`src/hw/ssrs_pkg.sv`:
```
// constants and types shared by the serial RAM streamer files
package ssrs_pkg;

    // ------------------------------------------------------------
    // register indices (word address on the bus, byte address = 4 x index)
    // ------------------------------------------------------------
    localparam logic [15:0] IDX_CTRL = 16'hFE30;     // serial_control_reg
    localparam logic [15:0] IDX_SHIFT = 16'hFE31;    // shift_buffer
    localparam logic [15:0] IDX_BAUD = 16'hFE32;     // baud_reload
    localparam logic [15:0] IDX_BITLEN = 16'hFE33;   // bit_length_reg
    localparam logic [15:0] IDX_STREAM = 16'hFE37;   // stream_control_reg
    localparam logic [15:0] IDX_PINCFG = 16'hFE38;   // pin configuration
    localparam logic [15:0] IDX_RAM_LO = 16'h01C0;   // first byte of bank 0
    localparam logic [15:0] IDX_RAM_HI = 16'h01FF;   // last byte of bank 1

    // ------------------------------------------------------------
    // values after reset and counts
    // ------------------------------------------------------------
    localparam logic [7:0] CTRL_RESET = 8'h00;
    localparam logic [7:0] BYTE_RESET = 8'h00;
    localparam logic [1:0] PINCFG_RESET = 2'h0;
    localparam logic [7:0] SINGLE_LAST_BIT = 8'h07;   // single-byte run moves 8 bits
    localparam logic [2:0] BYTE_LAST_BIT = 3'h7;      // bit index of a byte's last bit
    localparam int RAM_WORDS = 64;                   // two banks of 32 bytes
    localparam int PINCFG_EXT_CLK = 0;               // field position: external clock
    localparam int PINCFG_TWO_WIRE = 1;              // field position: two-wire mode

    // ------------------------------------------------------------
    // field layouts
    // ------------------------------------------------------------
    // control register, bit 7 down to bit 0
    typedef struct packed {
        logic ram_bank_select;
        logic ram_writeback_enable;
        logic run_flag;
        logic continuous_mode;
        logic msb_first_select;
        logic overrun_flag;
        logic done_flag;
        logic done_irq_enable;
    } ssrs_ctrl_type;

    // stream control register, bit 7 down to bit 0
    typedef struct packed {
        logic byte_pause;
        logic [1:0] user_bits;
        logic [4:0] byte_count;
    } ssrs_stream_type;

    // sequencer phases
    typedef enum logic [1:0] {
        PH_IDLE = 2'b00,
        PH_XCHG = 2'b01,
        PH_SHIFT = 2'b10
    } ssrs_phase_type;

endpackage : ssrs_pkg

```
`src/hw/ssrs_top.sv`:
```
// synchronous serial port with single-byte and RAM streaming modes
module ssrs_top (
    input wire logic core_clk,
    input wire logic reset_n,
    input wire logic core_ce,
    input wire logic cpu_halt,
    input wire logic [15:0] avs_address,
    input wire logic avs_read,
    input wire logic avs_write,
    input wire logic [31:0] avs_writedata,
    output logic [31:0] avs_readdata,
    output logic avs_waitrequest,
    input wire logic serial_clock_pin_in,
    output logic serial_clock_pin_out,
    output logic serial_clock_pin_oe_n,
    output logic data_out_pin,
    output logic data_out_pin_oe_n,
    input wire logic data_inout_pin_in,
    output logic data_inout_pin_out,
    output logic data_inout_pin_oe_n,
    output logic done_irq,
    output logic halt_wake
);
    import ssrs_pkg::*;

    // ------------------------------------------------------------
    // state
    // ------------------------------------------------------------
    typedef struct packed {
        ssrs_ctrl_type ctrl;          // control and status bits
        logic [7:0] shift_buffer;     // serial shift register
        logic [7:0] baud_reload;      // internal clock half period minus one
        logic [7:0] bit_length_reg;   // continuous length minus one
        ssrs_stream_type stream;      // pause, user bits, byte count
        logic [1:0] pincfg;           // external clock, two-wire
        ssrs_phase_type phase;        // sequencer phase
        logic [7:0] bits_left;        // bits still to move after current one
        logic [2:0] bit_idx;          // bit position within current byte
        logic [4:0] ram_idx;          // next RAM byte within bank
        logic [7:0] baud_cnt;         // internal clock divider
        logic sclk;                   // internal clock level
        logic sclk_prev;              // last synchronised external clock
        logic cont_run;               // last finished run was continuous
        logic waitreq;                // bus waitrequest
        logic [31:0] rdata;           // bus read data
        logic dout;                   // serial data output level
        logic dio_oe_n;               // open-drain pull-down enable
        logic irq;                    // completion interrupt request
        logic wake;                   // halt release request
    } ssrs_state_type;

    ssrs_state_type st;
    ssrs_state_type nx;

    // ------------------------------------------------------------
    // helpers
    // ------------------------------------------------------------
    // bit presented on the line next, per order select
    function automatic logic out_bit(input logic [7:0] sb, input logic msb);
        out_bit = msb ? sb[7] : sb[0];
    endfunction : out_bit

    // true when a bus index falls inside the data RAM window
    function automatic logic is_ram(input logic [15:0] idx);
        is_ram = (idx >= IDX_RAM_LO) && (idx <= IDX_RAM_HI);
    endfunction : is_ram

    // ------------------------------------------------------------
    // pin synchronisers and RAM
    // ------------------------------------------------------------
    logic [1:0] pins_sync;    // {clock, data} settled in core domain
    logic sclk_s;             // settled external clock
    logic din_s;              // settled data line
    logic [7:0] bus_ram_rdata;
    logic [7:0] seq_ram_rdata;
    logic bus_ram_we;         // bus write into RAM window
    logic seq_ram_we;         // write-back during exchange

    ssrs_sync #(
        .WIDTH(2)
    ) u_sync (
        .core_clk(core_clk),
        .reset_n(reset_n),
        .core_ce(core_ce),
        .async_in({serial_clock_pin_in, data_inout_pin_in}),
        .sync_out(pins_sync)
    );

    assign sclk_s = pins_sync[1];
    assign din_s = pins_sync[0];

    ssrs_ram u_ram (
        .core_clk(core_clk),
        .reset_n(reset_n),
        .core_ce(core_ce),
        .bus_addr(avs_address[5:0]),
        .bus_we(bus_ram_we),
        .bus_wdata(avs_writedata[7:0]),
        .bus_rdata(bus_ram_rdata),
        .seq_addr({st.ctrl.ram_bank_select, st.ram_idx}),
        .seq_we(seq_ram_we),
        .seq_wdata(st.shift_buffer),
        .seq_rdata(seq_ram_rdata)
    );

    // ------------------------------------------------------------
    // register read mux
    // ------------------------------------------------------------
    logic [31:0] read_value;   // value for the addressed register

    always_comb begin
        read_value = 32'h0000_0000;
        case (avs_address)
            IDX_CTRL: read_value[7:0] = st.ctrl;
            IDX_SHIFT: read_value[7:0] = st.shift_buffer;
            IDX_BAUD: read_value[7:0] = st.baud_reload;
            IDX_BITLEN: read_value[7:0] = st.bit_length_reg;
            IDX_STREAM: read_value[7:0] = st.stream;
            IDX_PINCFG: read_value[1:0] = st.pincfg;
            default: begin
                if (is_ram(avs_address)) begin
                    read_value[7:0] = bus_ram_rdata;
                end
            end
        endcase
    end

    // ------------------------------------------------------------
    // next state
    // ------------------------------------------------------------
    logic ext_clk;    // clock comes from the pin
    logic fall_ev;    // serial clock falling edge this cycle
    logic rise_ev;    // serial clock rising edge this cycle
    logic accept_wr;  // bus write completes at this edge
    logic held;       // exchange held back by halt or pause

    always_comb begin
        nx = st;
        ext_clk = st.pincfg[PINCFG_EXT_CLK];
        fall_ev = 1'b0;
        rise_ev = 1'b0;
        bus_ram_we = 1'b0;
        seq_ram_we = 1'b0;
        held = 1'b0;
        accept_wr = avs_write && !st.waitreq;

        // bus handshake: one wait cycle, then the access completes
        if ((avs_read || avs_write) && st.waitreq) begin
            nx.waitreq = 1'b0;
            nx.rdata = read_value;
        end else begin
            nx.waitreq = 1'b1;
        end

        // bus writes, applied before hardware updates so hardware sets win
        if (accept_wr) begin
            case (avs_address)
                IDX_CTRL: nx.ctrl = avs_writedata[7:0];
                IDX_SHIFT: nx.shift_buffer = avs_writedata[7:0];
                IDX_BAUD: nx.baud_reload = avs_writedata[7:0];
                IDX_BITLEN: nx.bit_length_reg = avs_writedata[7:0];
                IDX_STREAM: begin
                    // byte count is read only
                    nx.stream.byte_pause = avs_writedata[7];
                    nx.stream.user_bits = avs_writedata[6:5];
                end
                IDX_PINCFG: nx.pincfg = avs_writedata[1:0];
                default: bus_ram_we = is_ram(avs_address);
            endcase
        end

        // serial clock edges: pin edges or internal divider ticks
        nx.sclk_prev = sclk_s;
        if (ext_clk) begin
            fall_ev = st.sclk_prev && !sclk_s;
            rise_ev = !st.sclk_prev && sclk_s;
        end else if (st.phase == PH_SHIFT) begin
            if (st.baud_cnt == 8'h00) begin
                nx.baud_cnt = st.baud_reload;
                nx.sclk = !st.sclk;
                fall_ev = st.sclk;
                rise_ev = !st.sclk;
            end else begin
                nx.baud_cnt = st.baud_cnt - 8'h01;
            end
        end

        // sequencer
        case (st.phase)
            PH_IDLE: begin
                if (ext_clk && fall_ev) begin
                    nx.ctrl.overrun_flag = 1'b1;
                end
                if (nx.ctrl.run_flag) begin
                    nx.ram_idx = 5'h00;
                    nx.bit_idx = 3'h0;
                    nx.sclk = 1'b1;
                    nx.baud_cnt = nx.baud_reload;
                    if (nx.ctrl.continuous_mode) begin
                        nx.phase = PH_XCHG;
                        nx.bits_left = nx.bit_length_reg;
                        nx.stream.byte_count = 5'h00;
                    end else begin
                        nx.phase = PH_SHIFT;
                        nx.bits_left = SINGLE_LAST_BIT;
                        nx.dout = out_bit(nx.shift_buffer, nx.ctrl.msb_first_select);
                    end
                end
            end
            PH_XCHG: begin
                if (ext_clk && fall_ev) begin
                    nx.ctrl.overrun_flag = 1'b1;
                end
                // halt holds the port before the exchange
                // pause holds after a completed byte
                held = cpu_halt || (st.stream.byte_pause && (st.ram_idx != 5'h00));
                if (!held) begin
                    // copy, or swap when write-back is on
                    nx.shift_buffer = seq_ram_rdata;
                    seq_ram_we = st.ctrl.ram_writeback_enable;
                    nx.ram_idx = st.ram_idx + 5'h01;
                    nx.stream.byte_count = st.stream.byte_count + 5'h01;
                    nx.bit_idx = 3'h0;
                    nx.sclk = 1'b1;
                    nx.baud_cnt = st.baud_reload;
                    nx.phase = PH_SHIFT;
                    nx.dout = out_bit(seq_ram_rdata, st.ctrl.msb_first_select);
                end
            end
            PH_SHIFT: begin
                if (fall_ev) begin
                    nx.dout = out_bit(st.shift_buffer, st.ctrl.msb_first_select);
                end
                if (rise_ev) begin
                    if (st.ctrl.msb_first_select) begin
                        nx.shift_buffer = {st.shift_buffer[6:0], din_s};
                    end else begin
                        nx.shift_buffer = {din_s, st.shift_buffer[7:1]};
                    end
                    if (st.bits_left == 8'h00) begin
                        // last rising edge ends the run
                        // final bits remain in the buffer
                        nx.ctrl.done_flag = 1'b1;
                        nx.ctrl.run_flag = 1'b0;
                        nx.ctrl.continuous_mode = 1'b0;
                        nx.cont_run = st.ctrl.continuous_mode;
                        nx.sclk = 1'b1;
                        nx.phase = PH_IDLE;
                    end else begin
                        nx.bits_left = st.bits_left - 8'h01;
                        nx.bit_idx = st.bit_idx + 3'h1;
                        if (st.ctrl.continuous_mode && (st.bit_idx == BYTE_LAST_BIT)) begin
                            nx.phase = PH_XCHG;
                        end
                    end
                end
            end
            default: nx.phase = PH_IDLE;
        endcase

        // software clearing the run flag aborts a transfer
        if ((st.phase != PH_IDLE) && !nx.ctrl.run_flag) begin
            nx.phase = PH_IDLE;
            nx.sclk = 1'b1;
        end

        // two-wire: pull the shared line low for a zero
        nx.dio_oe_n = !(st.pincfg[PINCFG_TWO_WIRE] && (nx.phase != PH_IDLE) && !nx.dout);

        nx.irq = nx.ctrl.done_flag && nx.ctrl.done_irq_enable;
        nx.wake = nx.irq && !nx.cont_run;
    end

    // ------------------------------------------------------------
    // state register, frozen while the clock enable is low
    // ------------------------------------------------------------
    always_ff @(posedge core_clk) begin
        if (!reset_n) begin
            st <= '0;
            st.ctrl <= CTRL_RESET;
            st.shift_buffer <= BYTE_RESET;
            st.baud_reload <= BYTE_RESET;
            st.bit_length_reg <= BYTE_RESET;
            st.stream <= BYTE_RESET;
            st.pincfg <= PINCFG_RESET;
            st.phase <= PH_IDLE;
            st.sclk <= 1'b1;
            st.sclk_prev <= 1'b1;
            st.waitreq <= 1'b1;
            st.dout <= 1'b1;
            st.dio_oe_n <= 1'b1;
        end else if (core_ce) begin
            st <= nx;
        end
    end

    // ------------------------------------------------------------
    // outputs, all from flops except the data line drive, tied low
    // ------------------------------------------------------------
    assign avs_readdata = st.rdata;
    assign avs_waitrequest = st.waitreq;
    assign serial_clock_pin_out = st.sclk;
    // clock pin is an input with the external clock
    assign serial_clock_pin_oe_n = st.pincfg[PINCFG_EXT_CLK];
    assign data_out_pin = st.dout;
    // dedicated output used in three-wire mode only
    assign data_out_pin_oe_n = st.pincfg[PINCFG_TWO_WIRE];
    assign data_inout_pin_out = 1'b0;
    assign data_inout_pin_oe_n = st.dio_oe_n;
    assign done_irq = st.irq;
    assign halt_wake = st.wake;

endmodule : ssrs_top

```
`src/hw/ssrs_sync.sv`:
```
// two-flop synchroniser for pins entering the core clock domain
module ssrs_sync #(
    parameter int WIDTH = 2
) (
    input wire logic core_clk,
    input wire logic reset_n,
    input wire logic core_ce,
    input wire logic [WIDTH-1:0] async_in,
    output logic [WIDTH-1:0] sync_out
);
    import ssrs_pkg::*;

    // ------------------------------------------------------------
    // state
    // ------------------------------------------------------------
    typedef struct packed {
        logic [WIDTH-1:0] stage1;   // first flop, read only by stage2
        logic [WIDTH-1:0] stage2;   // settled copy
    } ssrs_sync_state_type;

    ssrs_sync_state_type state_reg;
    ssrs_sync_state_type state_next;

    // next state: plain two-stage shift
    always_comb begin
        state_next = state_reg;
        state_next.stage1 = async_in;
        state_next.stage2 = state_reg.stage1;
    end

    // register, frozen while the clock enable is low
    always_ff @(posedge core_clk) begin
        if (!reset_n) begin
            // pins idle high, so no false clock edge follows reset
            state_reg <= '1;
        end else if (core_ce) begin
            state_reg <= state_next;
        end
    end

    assign sync_out = state_reg.stage2;

endmodule : ssrs_sync

```
`src/hw/ssrs_ram.sv`:
```
// 64-byte dual-port data RAM shared by software and the streamer
module ssrs_ram (
    input wire logic core_clk,
    input wire logic reset_n,
    input wire logic core_ce,
    input wire logic [5:0] bus_addr,
    input wire logic bus_we,
    input wire logic [7:0] bus_wdata,
    output logic [7:0] bus_rdata,
    input wire logic [5:0] seq_addr,
    input wire logic seq_we,
    input wire logic [7:0] seq_wdata,
    output logic [7:0] seq_rdata
);
    import ssrs_pkg::*;

    // ------------------------------------------------------------
    // storage
    // ------------------------------------------------------------
    typedef struct packed {
        logic [RAM_WORDS-1:0][7:0] mem;   // bank 0 low half, bank 1 high half
    } ssrs_ram_state_type;

    ssrs_ram_state_type state_reg;
    ssrs_ram_state_type state_next;

    // writes: the streamer wins if both hit the same byte in one cycle
    always_comb begin
        state_next = state_reg;
        if (bus_we) begin
            state_next.mem[bus_addr] = bus_wdata;
        end
        if (seq_we) begin
            state_next.mem[seq_addr] = seq_wdata;
        end
    end

    // register
    always_ff @(posedge core_clk) begin
        if (!reset_n) begin
            state_reg <= '0;
        end else if (core_ce) begin
            state_reg <= state_next;
        end
    end

    // asynchronous reads so an exchange completes in one cycle
    assign bus_rdata = state_reg.mem[bus_addr];
    assign seq_rdata = state_reg.mem[seq_addr];

endmodule : ssrs_ram

```
`config.mk`:
```
export PLATFORM = sky130hd
export DESIGN_NAME = ssrs_top
export DESIGN_NICKNAME = d
export VERILOG_FILES = /design/src/hw/ssrs_pkg.sv /design/src/hw/ssrs_top.sv /design/src/hw/ssrs_sync.sv /design/src/hw/ssrs_ram.sv
export SDC_FILE = /design/constraint.sdc
export NUM_CORES = 2
export LEC_CHECK = 0
export BUFFER_PORTS_ARGS = -buffer_cell sky130_fd_sc_hd__buf_2
export CAP_MARGIN = 20
export CELL_PAD_IN_SITES_DETAIL_PLACEMENT = 1
export CELL_PAD_IN_SITES_GLOBAL_PLACEMENT = 2
export CORE_ASPECT_RATIO = 1.1
export CORE_UTILIZATION = 38
export DETAILED_ROUTE_END_ITERATION = 8
export PLACE_DENSITY_LB_ADDON = 0.1
export SYNTH_ARGS = -nofsm -noshare
export SYNTH_HDL_FRONTEND = slang
export SYNTH_SLANG_ARGS = --single-unit
```
`constraint.sdc`:
```
create_clock -name core_clk -period 4.65 [get_ports core_clk]
set_input_delay 0 -clock core_clk [delete_from_list [all_inputs] [get_ports core_clk]]
set_output_delay 0 -clock core_clk [all_outputs]
set_load 0.05 [all_outputs]
```
Word level (Yosys, flattened, before mapping):

Cells that the tools add are included.

* register bits: 600
* input port bits: 56
* output and inout bits: 41
* word-level logic and storage cells: 244

* $add $sub $neg: 5
* $lt $le $gt $ge: 6
* equal/unequal tests: 14
* multiplexer cells: 80
* reductions and logical operators: 44

Operators by type and width (count)
* bitwise mux 512 bit: 2
* 2-to-1 mux 512 bit: 2
* binary-select mux 8 bit (select 6 bit): 2
* demux 8 bit (select 6 bit): 2
* == test 16 bit, second input constant: 6
* 2-to-1 mux 8 bit: 12
* one-hot mux 6 bit (6 select lines): 1
* 2-to-1 mux 33 bit: 1
* one-hot mux 8 bit (2 select lines): 2
* 2-to-1 mux 1 bit: 30
* 2-to-1 mux 27 bit: 1
* one-hot mux 13 bit (2 select lines): 1
* 2-to-1 mux 9 bit: 2
* 2-to-1 mux 17 bit: 1
* greater-or-equal comparator 16 x 9 -> 1 bit, second input constant: 1
* less-or-equal comparator 16 x 9 -> 1 bit, second input constant: 1
* logical NOT 8 bit: 2
* subtractor 8 x 1 -> 8 bit, second input constant: 2
* logical AND 1 bit: 15
* 2-to-1 mux 5 bit: 3
* less-than comparator 6 x 7 -> 1 bit, second input constant: 2
* 2-to-1 mux 2 bit: 7
* 2-to-1 mux 13 bit: 1
* greater-or-equal comparator 6 x 1 -> 1 bit, second input constant: 2
* 28 further kinds: 48

Depth between registers and ports, before layout:

* depth after elaboration: 13
* depth in mapped cells: 17
* mapped depth without buffers: 12

Hierarchy:

From an unflattened synthesis, not the netlist that was laid out.

* cell total of the unflattened synthesis: 4870
* area total of the unflattened synthesis: 37437.2 µm²

Modules (own cells, without submodules)
* ssrs_ram: instances 1, cells an instance 4172, area each 31662.9 µm², seq. area each 10249.8 µm²
* ssrs_top: instances 1, cells an instance 685, area each 5634.2 µm², seq. area each 1681.6 µm²
* ssrs_sync: instances 1, cells an instance 13, area each 140.1 µm², seq. area each 80.1 µm²

Worst setup path after synthesis:

Ideal clock, no wire load.

* kind: reg-to-reg
* start point: register st[48] (netlist bit)
* end point: register u_ram.state_reg[188] (netlist bit)
* data arrival time: 3.422 ns
* path slack: 1.158 ns
* cell stages (with the launch flop): 16
* path buffers: 5
* period minus slack after synthesis: 3.492 ns
* cell sequence: dfxtp_1 buf_2 buf_2 buf_2 buf_2 inv_1 buf_2 ha_1 or4b_4 a211oi_4 nand2_4 nor2_2 nand2_2 nand3_1 o22ai_1 a21oi_1

* cells in the longest elaborated chain, start to end: 6
* elaborated cells between the ends (all ways): 12

Ends and longest elaborated chain
* start: declaration: line ssrs_top.sv:52 `ssrs_state_type st;`
* start signal: assignment: line ssrs_top.sv:293 `st <= nx;`
* less-than comparator 6 x 7 -> 1 bit (not written as such) (tied with other cells): line ssrs_ram.sv:34 `state_next.mem[seq_addr] = seq_wdata;`
* logical AND 1 bit, on equally long branches: line ssrs_ram.sv:34, ssrs_top.sv:216
* 2-to-1 mux 8 bit (not written as such) / logical OR 1 bit (equally long branches): line ssrs_ram.sv:34, ssrs_top.sv:216
* demux 8 bit (select 6 bit) / 2-to-1 mux 1 bit (equally long branches)
* bitwise mux 512 bit / 2-to-1 mux 1 bit (equally long branches): line ssrs_ram.sv:34, ssrs_top.sv:189
* 2-to-1 mux 512 bit *: line ssrs_ram.sv:33 `if (seq_we) begin`
* end signal: assignment: line ssrs_ram.sv:43 `state_reg <= state_next;`
* end: declaration: line ssrs_ram.sv:24 `ssrs_ram_state_type state_reg;`

Every way passes the cells marked *; elsewhere a longest branch is shown, timed or not.
A chain may end at the register's enable or synchronous reset.

Worst setup path in the final report:

* start point: register st[48] (netlist bit)
* end point: register u_ram.state_reg[340] (netlist bit)

Same word-level chain as after synthesis.

==> results.toml <==
[pwr]
leakagePower_nw = 13.35
power.density_mw_per_mm2 = 331.8
power.total_mw = 12.75
vdd_drop_max_mv = 0.2324

[final_layout]
final_net_count = 4312
area_growth_pct = 12.29
largest_register_ffs = 512
post_route_cells_drive_above_1_share_pct = 13.17
fin_cells = 5471
fin_util_pct = 43.01

[synthesis]
ys_warn_count = 0
synth_cell_types = 88
syn_area_mm2 = 0.03423
synth-edff-count = 0
avgSynthCellArea_um2 = 7.840
synthArstFlopShare_pct = 0
seq_area_frac_synth_pct = 35.09
synth-seq-cells = 600
netlist_instances = 4366
ys.flop_type = "dfxtp_1"

[placed_design]
dp_hpwl_um = 133800
routabilityCongestion = 1.037
place_inst = 5315
portBuffers = 47

[global_routing]
grt_pass1_vias = 38040
grt_pass1_wl_um = 291000
top_usage_layer = "met2"
grt_overflow_total = 0
globalRouteMet1Util_pct = 57.42
grt_util_all_layers_pct = 44.05
antenna_found_initial = 16
grt_use_met2_pct = 64.16
grt_use_met3_pct = 11.59
grt_max_degree = 137

[drt]
drt-vias-per-instance = 7.408
drt_iter0_markers = 5532
drc = 24
drt_pass1_iterations = 9
routed_wl_um = 207700
vias = 40530
wl_per_cell_um = 37.97
antenna_left = 0

[cts]
numClockSinks = 600
htree_levels = 3
ctsResizeCount = 0
insertion_delay_ps = 670
clock-root-buffer = "clkbuf_16"
ctsHoldBuffers = 19
post-cts-setup-buffers = 0
clockBufferDepth = 3
cts_tree = "built"
cts_made_buffers = 75
cts.clk_slew.worst_paths_ps = 70

[critical_path]
rrSetupSlack_ps = 340
cp.required_ps = 5230
r2r-end = "u_ram.state_reg[340]"
cp_slowest_cell = "a21boi_0"
rr_worst_depth = 11
crit_buf_inv = 3
crit_fanout = 12
reg2reg_from = "st[48]"
crit_path_start_kind = "flop"
end_kind = "flop"
crit_arrival_ps = 4890
worstPathCellList = "inv_1 > ha_1 > or4b_4 > a211oi_4 > and3_1 > nand2_1 > buf_4 > a21boi_0 > o21ai_0 > a21oi_1 > dlygate4sd3_1"
max_stage_delay_ps = 600
crit_type = "flop to flop"
critPathTopFamily = "compound AO/OA/AOI/OAI gates"

[sta]
worst_clock_skew_ps = 32.97
rsz0062_at_grt = "no"
setup_viol = 0
fin_crit_sh_pct = 92.74
hold_viol = 0
fin_crit_ps = 4312
setup_tns_ps = 0
slew_violations = 0
hold_slack_ps = 26.21
slew-limit-headroom_pct = 14.96
fmax_mhz = 231.9
worst_pin_slew_ps = 1262

[worst_hold_path]
hold_depth = 3
min_from = "avs_writedata[6]"
hold-path-endpoint = "st[106]"
hold_class = "primary input to flop"

[die]
pin_count = 97
die_x_um = 288.2
core_mm2 = 0.08935
initial_core_util_pct = 38.31
rows = 115
dieArea_mm2 = 0.09128
die_h_um = 316.8

[status]
status = "finished, violations left"
violations = "DRC"

[job]
maxCapViolations = 0
[cell type report]
cell class | count | area (µm²)
fillers | 10660 | 50920
multi-input cells | 3291 | 20310
flip-flops and latches | 600 | 12050
clock buffers | 107 | 2211
repair buffers | 247 | 1974
well taps | 1170 | 1464
clock inverters | 26 | 320.3
inverters | 26 | 97.59
diodes | 4 | 10.01
[cell usage after synthesis (7+ instances only)]
| master | instances | area (µm²) |
|---|---|---|
| and2_1 | 12 | 75.07 |
| a21boi_0 | 32 | 240.2 |
| a21oi_1 | 602 | 3013 |
| or3_1 | 40 | 250.2 |
| o41ai_1 | 8 | 70.07 |
| or2_2 | 9 | 56.30 |
| nand2_2 | 53 | 331.6 |
| a311oi_1 | 7 | 61.31 |
| nand2b_1 | 28 | 175.2 |
| a21boi_1 | 18 | 135.1 |
| a22oi_1 | 85 | 638.1 |
| mux4_2 | 32 | 720.7 |
| o211ai_1 | 14 | 105.1 |
| mux2i_1 | 85 | 850.8 |
| o22a_1 | 20 | 175.2 |
| a211oi_1 | 16 | 120.1 |
| nor2_1 | 144 | 540.5 |
| inv_1 | 22 | 82.58 |
| ha_1 | 15 | 187.7 |
| buf_4 | 40 | 300.3 |
| o22ai_1 | 658 | 4116 |
| nand2_1 | 198 | 743.2 |
| nor2b_1 | 14 | 87.58 |
| a22o_1 | 33 | 289.0 |
| buf_2 | 40 | 200.2 |
| nand4_1 | 15 | 93.84 |
| mux2_2 | 48 | 540.5 |
| a21boi_2 | 17 | 191.4 |
| o31ai_1 | 12 | 90.09 |
| dfxtp_1 | 600 | 12010 |
| a221oi_1 | 61 | 534.3 |
| a31oi_1 | 43 | 269.0 |
| and3_1 | 21 | 131.4 |
| clkbuf_1 | 350 | 1314 |
| o221a_2 | 8 | 90.09 |
| nand3_1 | 89 | 445.4 |
| buf_1 | 43 | 161.4 |
| nor3_1 | 34 | 170.2 |
| o21ai_0 | 624 | 3123 |
| nor4_1 | 23 | 143.9 |
| o221ai_1 | 39 | 341.6 |
[worst max path at each step]
| stage | from | to | slack (ps) | cells after the start |
|---|---|---|---|---|
| global route | st[48] | u_ram.state_reg[340] | 150 | 11 |
| detailed placement | st[48] | u_ram.state_reg[429] | 790 | 7 |
| finish | st[48] | u_ram.state_reg[340] | 340 | 11 |
| CTS | st[48] | u_ram.state_reg[340] | 390 | 11 |
| floorplan | st[48] | u_ram.state_reg[188] | 1160 | 15 |
| global placement | avs_address[2] | avs_readdata[0] | 750 | 10 |
[per-stage QoR]
step | cell area [µm²] | setup slack (ps)
floorplan | 34320 | 1158
global placement | 35700 | 751.4
detailed placement | 35700 | 794.7
CTS | 38430 | 387.7
global route | 38430 | 151.5
finish | 38440 | 337.8
[cell usage in the layout (no fill, tap or decap), types with 61 or more instances in the layout]
master     instances
buf_4            177
a22oi_1           85
clkbuf_16         78
a21oi_1          602
a221oi_1          61
dfxtp_1          589
o21ai_0          623
nor2_1           135
nand3_1           88
o22ai_1          658
mux2i_1           85
nand2_1          198
[logic make-up (layout without fill, tap and decap cells)]
group,Yosys count,in the layout,share of synthesized area [%]
AO/OA/AOI/OAI,2356,2356,41.34
AND/OR/NAND/NOR,724,724,10.63
flip-flops,600,600,35.09
buffers and inverters,499,406,6.057
multiplexers,165,165,6.171
adder cells (fa/ha/maj),15,15,0.5483
XOR/XNOR,6,6,0.1535
other,1,29,0.01096
[routing by layer]
layer	up-vias	wire (µm)
met3	784	23600
met2	2774	86510
met4	24	15660
met5	-	207
met1	20260	81780
li1	16690	-
[power by group]
part	switching [mW]	internal [mW]
Combinational	0.945	0.293
Sequential	0.116	5.16
Clock	2.60	3.65
[worst min-delay path, delay by kind of cell]
family        cells  cell delay (ps)
mux               1              250
simple gates      1               50
buf+inv           1              280
Power figures use the tool's default switching activity.
